===== src/include/ivm_pkg.sv =====
// shared constants and carrier types for the interrupt vector mapper
package ivm_pkg;
  localparam int          NUM_SRC      = 48;            // peripheral sources with a level register
  localparam logic [31:0] BASE_RST     = 32'h000f_fc00; // base reset value: number 0 lands at 0x000ffffc
  localparam logic [9:0]  OFS_TOP      = 10'h03fc;      // offset of number 0
  localparam logic [7:0]  NMI_NUM      = 8'h000f;       // non-maskable request number
  localparam logic [4:0]  NMI_LVL      = 5'h0f;         // non-maskable level, hardwired
  localparam logic [7:0]  PERIPH_BASE  = 8'h0010;       // number of source index 0
  localparam logic [7:0]  TRAP_FIRST   = 8'h0050;       // lowest number a trap may select
  localparam int          SHARED_IDX   = 30;            // reload timer 3 / oscillation wait share this index
  localparam int          DELAY_IDX    = 47;            // delayed interrupt source index
  localparam logic [7:0]  RTOS_NUM_A   = 8'h0040;       // reserved for the real-time os
  localparam logic [7:0]  RTOS_NUM_B   = 8'h0041;       // reserved for the real-time os
  localparam logic [4:0]  LVL_OFF      = 5'h1f;         // all-ones level masks a source

  // number, level and fetch address of one granted request
  typedef struct packed {
    logic [7:0]  num;
    logic [4:0]  level;
    logic [31:0] addr;
  } ivm_grant_t;
endpackage : ivm_pkg


===== src/ivm_vec_calc.sv =====
// vector fetch address from table base and interrupt number
`timescale 1ns/1ns
module ivm_vec_calc (
  input  wire logic [31:0] base,
  input  wire logic [7:0]  num,
  output logic      [31:0] addr
);
  logic [9:0] offset; // 0x3fc minus four times the number

  // offset walks down one word per number
  always_comb begin
    offset = ivm_pkg::OFS_TOP - {num, 2'b00};
    addr   = base + {22'h00_0000, offset};
  end
endmodule : ivm_vec_calc


===== src/ivm_top.sv =====
// interrupt vector mapper: source to number, level and vector address
`timescale 1ns/1ns
module ivm_top #(
  parameter int NUM_SRC = ivm_pkg::NUM_SRC
) (
  input  wire logic                    clk,
  input  wire logic                    nrst,
  input  wire logic                    base_we,
  input  wire logic [31:0]             base_wdata,
  input  wire logic [NUM_SRC-1:0][4:0] source_level_reg,
  input  wire logic [NUM_SRC-1:0]      periph_req,
  input  wire logic                    reload3_req,
  input  wire logic                    osc_wait_req,
  input  wire logic                    delay_req,
  input  wire logic                    nmi_req,
  input  wire logic                    trap_req,
  input  wire logic [7:0]              trap_num,
  output logic                         irq_valid_ff,
  output ivm_pkg::ivm_grant_t          irq_grant_ff,
  output logic                         trap_valid_ff,
  output ivm_pkg::ivm_grant_t          trap_grant_ff,
  output logic                         stop_wake_ff,
  output logic [31:0]                  vector_table_base_reg_ff
);
  // elaboration check: source indices 30 and 47 are fixed
  if (NUM_SRC != ivm_pkg::NUM_SRC) begin : g_bad_num_src
    $error("ivm_top: NUM_SRC must be 48");
  end

  logic [NUM_SRC-1:0] pend;       // merged pending per source
  logic [NUM_SRC-1:0] active;     // pending and not masked by level
  logic               best_found; // some source is active
  logic [5:0]         best_idx;   // index of winning source
  logic [4:0]         best_lvl;   // level of winning source
  logic [7:0]         win_num;    // number presented this cycle
  logic [4:0]         win_lvl;    // level presented this cycle
  logic [31:0]        win_addr;   // address for the winner
  logic [31:0]        trap_addr;  // address for the trap number
  logic               trap_ok;    // trap number within range
  logic [NUM_SRC-1:0][4:0] lvl_seen_ff; // levels of the previous cycle, checks only

  // per-source merge and level mask
  for (genvar i = 0; i < NUM_SRC; i++) begin : g_src
    if (i == ivm_pkg::SHARED_IDX) begin : g_shared
      assign pend[i] = periph_req[i] | reload3_req | osc_wait_req;
    end else if (i == ivm_pkg::DELAY_IDX) begin : g_delay
      assign pend[i] = periph_req[i] | delay_req;
    end else begin : g_plain
      assign pend[i] = periph_req[i];
    end
    assign active[i] = pend[i] && (source_level_reg[i] != ivm_pkg::LVL_OFF);
  end

  // lowest level value wins, lowest index breaks ties
  always_comb begin
    best_found = 1'b0;
    best_idx   = 6'h00;
    best_lvl   = ivm_pkg::LVL_OFF;
    for (int i = 0; i < NUM_SRC; i++) begin
      if (active[i] && (!best_found || source_level_reg[i] < best_lvl)) begin
        best_found = 1'b1;
        best_idx   = 6'(i);
        best_lvl   = source_level_reg[i];
      end
    end
  end

  // number and level of the winner, nmi first
  always_comb begin
    if (nmi_req) begin
      win_num = ivm_pkg::NMI_NUM;
      win_lvl = ivm_pkg::NMI_LVL;
    end else begin
      win_num = ivm_pkg::PERIPH_BASE + {2'b00, best_idx};
      win_lvl = best_lvl;
    end
  end

  assign trap_ok = trap_req && (trap_num >= ivm_pkg::TRAP_FIRST);

  // address for the hardware winner
  ivm_vec_calc u_win_calc (
    .base (vector_table_base_reg_ff),
    .num  (win_num),
    .addr (win_addr)
  );

  // address for the software trap
  ivm_vec_calc u_trap_calc (
    .base (vector_table_base_reg_ff),
    .num  (trap_num),
    .addr (trap_addr)
  );

  // table base: reset default, then software load
  always_ff @(posedge clk or negedge nrst) begin
    if (!nrst) begin
      vector_table_base_reg_ff <= ivm_pkg::BASE_RST;
    end else if (base_we) begin
      vector_table_base_reg_ff <= base_wdata;
    end
  end

  // grant to the cpu, refreshed every cycle
  always_ff @(posedge clk or negedge nrst) begin
    if (!nrst) begin
      irq_valid_ff <= 1'b0;
      irq_grant_ff <= '0;
    end else begin
      irq_valid_ff       <= nmi_req || best_found;
      irq_grant_ff.num   <= win_num;
      irq_grant_ff.level <= win_lvl;
      irq_grant_ff.addr  <= win_addr;
    end
  end

  // trap answer, out-of-range numbers ignored
  always_ff @(posedge clk or negedge nrst) begin
    if (!nrst) begin
      trap_valid_ff <= 1'b0;
      trap_grant_ff <= '0;
    end else begin
      trap_valid_ff <= trap_ok;
      if (trap_ok) begin
        trap_grant_ff.num   <= trap_num;
        trap_grant_ff.level <= ivm_pkg::LVL_OFF;
        trap_grant_ff.addr  <= trap_addr;
      end
    end
  end

  // stop-mode release on nmi or any unmasked pending source
  always_ff @(posedge clk or negedge nrst) begin
    if (!nrst) begin
      stop_wake_ff <= 1'b0;
    end else begin
      stop_wake_ff <= nmi_req || (|active);
    end
  end

  // previous-cycle levels, so the granted level is looked up by the granted number
  always_ff @(posedge clk or negedge nrst) begin
    if (!nrst) begin
      lvl_seen_ff <= '0;
    end else begin
      lvl_seen_ff <= source_level_reg;
    end
  end
endmodule : ivm_top


===== config.mk =====
export PLATFORM = sky130hd
export DESIGN_NAME = ivm_top
export DESIGN_NICKNAME = d
export VERILOG_FILES = /design/src/include/ivm_pkg.sv /design/src/ivm_vec_calc.sv /design/src/ivm_top.sv
export SDC_FILE = /design/constraint.sdc
export NUM_CORES = 1
export LEC_CHECK = 0
export BUFFER_PORTS_ARGS = -buffer_cell sky130_fd_sc_hd__buf_4
export CAP_MARGIN = 25
export CORE_ASPECT_RATIO = 1.25
export CORE_MARGIN = 2
export CORE_UTILIZATION = 25
export DETAILED_ROUTE_END_ITERATION = 10
export PLACE_DENSITY = 0.5
export SLEW_MARGIN = 5
export SYNTH_ARGS = -nofsm -noshare
export SYNTH_HDL_FRONTEND = slang
export SYNTH_SLANG_ARGS = --single-unit

===== constraint.sdc =====
create_clock -name clk -period 5.04 [get_ports clk]
set_input_delay 1.008 -clock clk [delete_from_list [all_inputs] [get_ports clk]]
set_output_delay 1.008 -clock clk [all_outputs]
set_load 0.005 [all_outputs]

[Yosys cells after proc, flatten, opt, wreduce, memory -nomap -nowiden]
Cells that the tools add are included.
Operators by class
  add/sub/neg operators: 5
  $mul: 0
  div/mod/pow operators: 0
  order comparisons: 48
  eq/ne operators: 48
  shifts and indexed selects: 0
  muxes and demuxes: 145
  bitwise logic cells: 3
  reductions and logical operators: 193
Operator list (number)
  $mux 6: 45
  $mux 5: 49
  $ne 5x5->1 const B: 48
  $lt 5x5->1: 47
  $logic_and 1x1->1: 96
  $add 32x10->32: 2
  $logic_or 1x1->1: 49
  $mux 1: 49
  $reduce_or 48->1: 1
  $logic_not 1->1: 47
  $sub 10x10->10 const A: 1
  $sub 10x9->10 const A: 1
  $ge 8x7->1 const B: 1
  $add 5x6->7 const A: 1
  $mux 7: 1
  $or 1x1->1: 3
  $mux 2: 1
Storage, ports and cells
  bits in registers: 121
  latch bits: 0
  bits in writable memories: 0
  ROM bits: 0
  input port bits: 336
  logic and storage cells: 452
  memories kept: 0

[Longest topological paths before layout]
  word-level depth: 195
  gate-level depth with buffers: 439

[Cells and area by module]
Synthesis repeated with hierarchy kept, for this count alone.
Second synthesis, totals
  cells, all modules: 2684
  area, all modules: 19726.4 um^2
Modules (own cells, without submodules)
  ivm_top: times used 1, cells each 2459, area an instance 18079.8 um^2
  ivm_vec_calc (u_win_calc): times used 1, cells each 121, area an instance 874.6 um^2
  ivm_vec_calc (u_trap_calc): times used 1, cells each 104, area an instance 772.0 um^2

[Worst setup path after synthesis]
OpenSTA, ideal clock, no wires.
  path type: in2reg
  start point: input source_level_reg[4] (netlist bit)
  end point: register irq_grant_ff[30] (netlist bit)
  setup time: 0.127 ns
  arrival time: 73.136 ns
  data required time: 4.913 ns
  setup slack: -68.224 ns
  cell stages on the path: 401
  cells stage by stage: and2b_1 -> ha_1 -> a31o_1 -> a311oi_2 -> nor2_1 -> a21oi_1 -> inv_1 -> ha_1 -> or3_1 -> o32ai_2 -> o21ba_1 -> o21ai_2 -> buf_6 -> nand2_1 -> o21ai_0 -> inv_1 -> ha_1 -> nand2_1 -> [365 not listed] -> a41o_2 -> a21boi_0 -> inv_1 -> nand2_1 -> a211oi_1 -> ha_1 -> inv_1 -> fa_1 -> inv_1 -> a21oi_1 -> o21bai_1 -> a21o_1 -> a21o_1 -> a211oi_1 -> nor2_1 -> nand2_1 -> nor2_1 -> xor2_1
Between the ends
  word-level cells in the longest chain between the ends: 195
Ends and longest elaborated chain
  from (decl): RTL line ivm_top.sv:10  | input wire logic [NUM_SRC-1:0][4:0] source_level_reg,
  $ne 5x5->1: RTL line ivm_top.sv:51  | assign active[i] = pend[i] && (source_level_reg[i] != ivm_pkg::LVL_OFF);
  $logic_and 1x1->1: RTL line ivm_top.sv:51
  $mux 5 / $mux 1 (equally long branches): RTL line ivm_top.sv:60  | if (active[i] && (!best_found || source_level_reg[i] < best_lvl)) begin
  $lt 5x5->1 / $logic_not 1->1 (equally long branches): RTL line ivm_top.sv:60
  $logic_or 1x1->1: RTL line ivm_top.sv:60
  $logic_and 1x1->1: RTL line ivm_top.sv:60
  $mux 5 / $mux 1 (equally long branches): RTL line ivm_top.sv:60
  $lt 5x5->1 / $logic_not 1->1 (equally long branches): RTL line ivm_top.sv:60
  [180 not listed]
  $logic_or 1x1->1: RTL line ivm_top.sv:60
  $logic_and 1x1->1: RTL line ivm_top.sv:60
  $mux 6 (*): RTL line ivm_top.sv:60
  $add 5x6->7 (*): RTL line ivm_top.sv:74  | win_num = ivm_pkg::PERIPH_BASE + {2'b00, best_idx};
  $mux 7 (*): RTL line ivm_top.sv:70  | if (nmi_req) begin
  $sub 10x9->10 (*): RTL line ivm_vec_calc.sv:12  | offset = ivm_pkg::OFS_TOP - {num, 2'b00};
  $add 32x10->32 (*): RTL line ivm_vec_calc.sv:13  | addr = base + {22'h00_0000, offset};
  via u_win_calc.addr[30]: RTL line ivm_vec_calc.sv:6  | output logic [31:0] addr
  to (decl): RTL line ivm_top.sv:19  | output ivm_pkg::ivm_grant_t irq_grant_ff,
The timed path passes the listed nets; every way through them passes the cells marked *.
A chain may end at the register's enable or synchronous reset.

[Worst setup path after layout]
  start point: input source_level_reg[4] (netlist bit)
  end point: register irq_grant_ff[27] (netlist bit)
Same word-level chain as after synthesis.

==> impl_metrics.json <==
{
  "die_w_um": 260,
  "grt_util_met2_pct": 40.3,
  "cts_hold_buf": 0,
  "start_util_pct": 25.2,
  "fin_util_pct": 48.1,
  "drt_pass1_iterations": 5,
  "clk_pin_slew_ns": 0.05,
  "crit_start": "source_level_reg[4]",
  "core_area_um2": 81200,
  "endpoint": "irq_grant_ff[27]",
  "antenna_found_initial": 24,
  "slowest_stage": "or4_4",
  "via_per_inst": 4.93,
  "cts_max_level": 4,
  "grt_max_degree": 44,
  "holdWs_ns": 0.458,
  "path_delay_family": "compound AO/OA/AOI/OAI gates",
  "finalNetCount": 4864,
  "async_flop_share_pct": 100,
  "period_needed_ns": 65.37,
  "critical_path_class": "in -> reg",
  "startpoint_type": "input pin",
  "layout_common_cells": "1745 x buf_4, 274 x nand2_1, 165 x nor2_1, 152 x o21ai_0, 116 x inv_1",
  "numCtsBuffers": 17,
  "grt_usage_pct": 21.1,
  "area_growth_pct": 91.0,
  "grt_pass1_wl_mm": 143,
  "num_rows": 117,
  "port_buffers": 459,
  "drtAntennaViolNets": 0,
  "fin_skew_ns": 0.00814,
  "rr_startpoint": "vector_table_base_reg_ff[3]",
  "yosysWarnings": 0,
  "timing.critical_path.mode_cell": "ha_4",
  "crit_path_end_kind": "flip-flop",
  "status": "complete, but fails checks",
  "crit_path_max_incr_delay_ns": 0.49,
  "ff2ff_path_depth": 15,
  "use_met1_pct": 24.1,
  "die_area_um2": 84100,
  "slew-limit-headroom_pct": 31.8,
  "dpl.hpwl_mm": 77.2,
  "ys_seq_area_share_pct": 14.7,
  "cts_root_buf": "clkbuf_16",
  "cts_sinks": 120,
  "gr-usage-met3_pct": 2.98,
  "synth_edf_count": 0,
  "gp_congestion": 0.950,
  "busiest_layer": "met2",
  "io_pins": 461,
  "drive_gt1_share_pct": 61.4,
  "routed_wl_mm": 94.1,
  "cts_tree": "done",
  "fmax_ghz": 0.0153,
  "cap_violations": 0,
  "setup_tns_ns": -2516.62,
  "ff2ff_setup_slack_ns": 1.85,
  "drc": 0,
  "dp.cells": 5169,
  "grt.overflow.total": 0,
  "r2r-end": "trap_grant_ff[27]",
  "final_common_cell": "buf_4",
  "hold_viol": 0,
  "cp.depth": 393,
  "die_height_um": 324,
  "synth_area_um2": 20500,
  "netlist_instances": 2659,
  "grt_pass1_vias": 27400,
  "clock_latency_ns": 0.41,
  "num-fill-cells": 7959,
  "crit_arrival_ns": 65.66,
  "violations": "negative setup slack",
  "drtIter0Drc": 1190,
  "tightest_slew_ns": 1.01,
  "syn_avg_cell_area_um2": 7.69,
  "rsz0062_at_grt": "yes",
  "worstPathMaxFanout": 6,
  "mappedNetlistNets": 3113,
  "wl_per_cell_um": 17.1,
  "layout.cells.non_filler": 5505,
  "synthDistinctLibCells": 185,
  "hold_path_class": "reg -> reg",
  "synth_top_flop_cell": "dfrtp_1",
  "worst_slack_ns": -60.33,
  "crit_buf_inv": 34,
  "setup_viol": 44,
  "ys_ff_latch": 120,
  "vias": 27100,
  "clk_path_buf_depth": 2,
  "slew_violations": 0,
  "post-route-period-util_pct": 1300,
  "worstPathRequired_ns": 5.33
}
[sequential cells by signal, summed over array words and instances (netlist names)]
signal,count
irq_grant_ff,44
irq_valid_ff,1
stop_wake_ff,1
trap_grant_ff,41
trap_valid_ff,1
vector_table_base_reg_ff,32
[per-layer routing]
metal,vias to the layer above,share of wire (%)
li1,13500,-
met1,12800,40
met2,630,52
met3,159,4.6
met4,26,2.8
met5,-,0.17
[area by class of cell]
cell class | count | area [um^2] | share of cell area, %
Clock inverter | 9 | 101 | 0.259
Sequential cell | 120 | 3020 | 7.72
Timing Repair Buffer | 1801 | 13800 | 35.3
Antenna cell | 11 | 27.5 | 0.0705
Inverter | 159 | 613 | 1.57
Multi-Input combinational cell | 2311 | 19700 | 50.5
Tap cell | 1071 | 1340 | 3.43
Clock buffer | 23 | 468 | 1.20
[worst min path at each step]
stage	start	to	slack, ns	cells after the start
finish	vector_table_base_reg_ff[0]	irq_grant_ff[0]	0.46	0
detailed placement	vector_table_base_reg_ff[1]	irq_grant_ff[1]	0.46	0
CTS	vector_table_base_reg_ff[0]	irq_grant_ff[0]	0.47	0
global route	vector_table_base_reg_ff[0]	irq_grant_ff[0]	0.48	0
global placement	trap_grant_ff[2]	trap_grant_ff[2]	0.46	2
floorplan	vector_table_base_reg_ff[0]	irq_grant_ff[0]	0.39	0
[Yosys cell counts, types with 14 or more instances]
| library cell | n | area (um^2) |
|---|---|---|
| o211ai_1 | 23 | 173 |
| buf_6 | 22 | 248 |
| nor2_1 | 227 | 852 |
| ha_1 | 116 | 1450 |
| nor2b_1 | 22 | 138 |
| xnor2_1 | 48 | 420 |
| a211oi_1 | 29 | 218 |
| nand4_1 | 42 | 263 |
| nand2_1 | 335 | 1260 |
| o21ai_2 | 14 | 123 |
| o21ai_0 | 201 | 1010 |
| o21ai_1 | 26 | 130 |
| or2_2 | 28 | 175 |
| nand2b_1 | 16 | 100 |
| or2b_2 | 17 | 149 |
| and2_1 | 16 | 100 |
| o22ai_1 | 18 | 113 |
| a21o_2 | 19 | 166 |
| a21oi_1 | 151 | 756 |
| o21a_2 | 15 | 131 |
| nand3_1 | 90 | 450 |
| a31oi_1 | 41 | 257 |
| and3_1 | 15 | 93.8 |
| o31ai_1 | 21 | 158 |
| a21o_1 | 26 | 195 |
| o21a_1 | 32 | 240 |
| mux2_2 | 60 | 676 |
| mux2i_1 | 47 | 470 |
| dfrtp_1 | 110 | 2750 |
| o21bai_1 | 17 | 128 |
| o211a_1 | 14 | 140 |
| nor3_1 | 52 | 260 |
| and2_2 | 16 | 120 |
| inv_1 | 157 | 589 |
| or3_1 | 16 | 100 |
| xor2_1 | 25 | 219 |
| clkbuf_1 | 28 | 105 |
[what timing repair did]
action | CTS | global route
pin swaps | 253 | 280
endpoints found under the setup margin | 44 | 44
resized for setup | 247 | 266
setup buffers | 235 | 96
[logic make-up after synthesis]
group | share of synthesized area (%)
xor+xnor | 3.29
other cells | 0.0183
simple gates | 26.0
buf+inv | 5.48
compound gates | 34.8
fa+ha+maj | 7.93
mux | 7.74
flops | 14.7
[per-stage QoR]
step	setup WS (ns)	instance area, um^2
finish	-60.33	39100
global route	-63.82	39100
CTS	-59.73	37400
detailed placement	-62.03	33900
global placement	-61.23	33900
floorplan	-62.25	21800
Power is left out: the tool's default activity adds up to more than one toggle a clock period on the data nets, which glitch-free logic cannot reach.
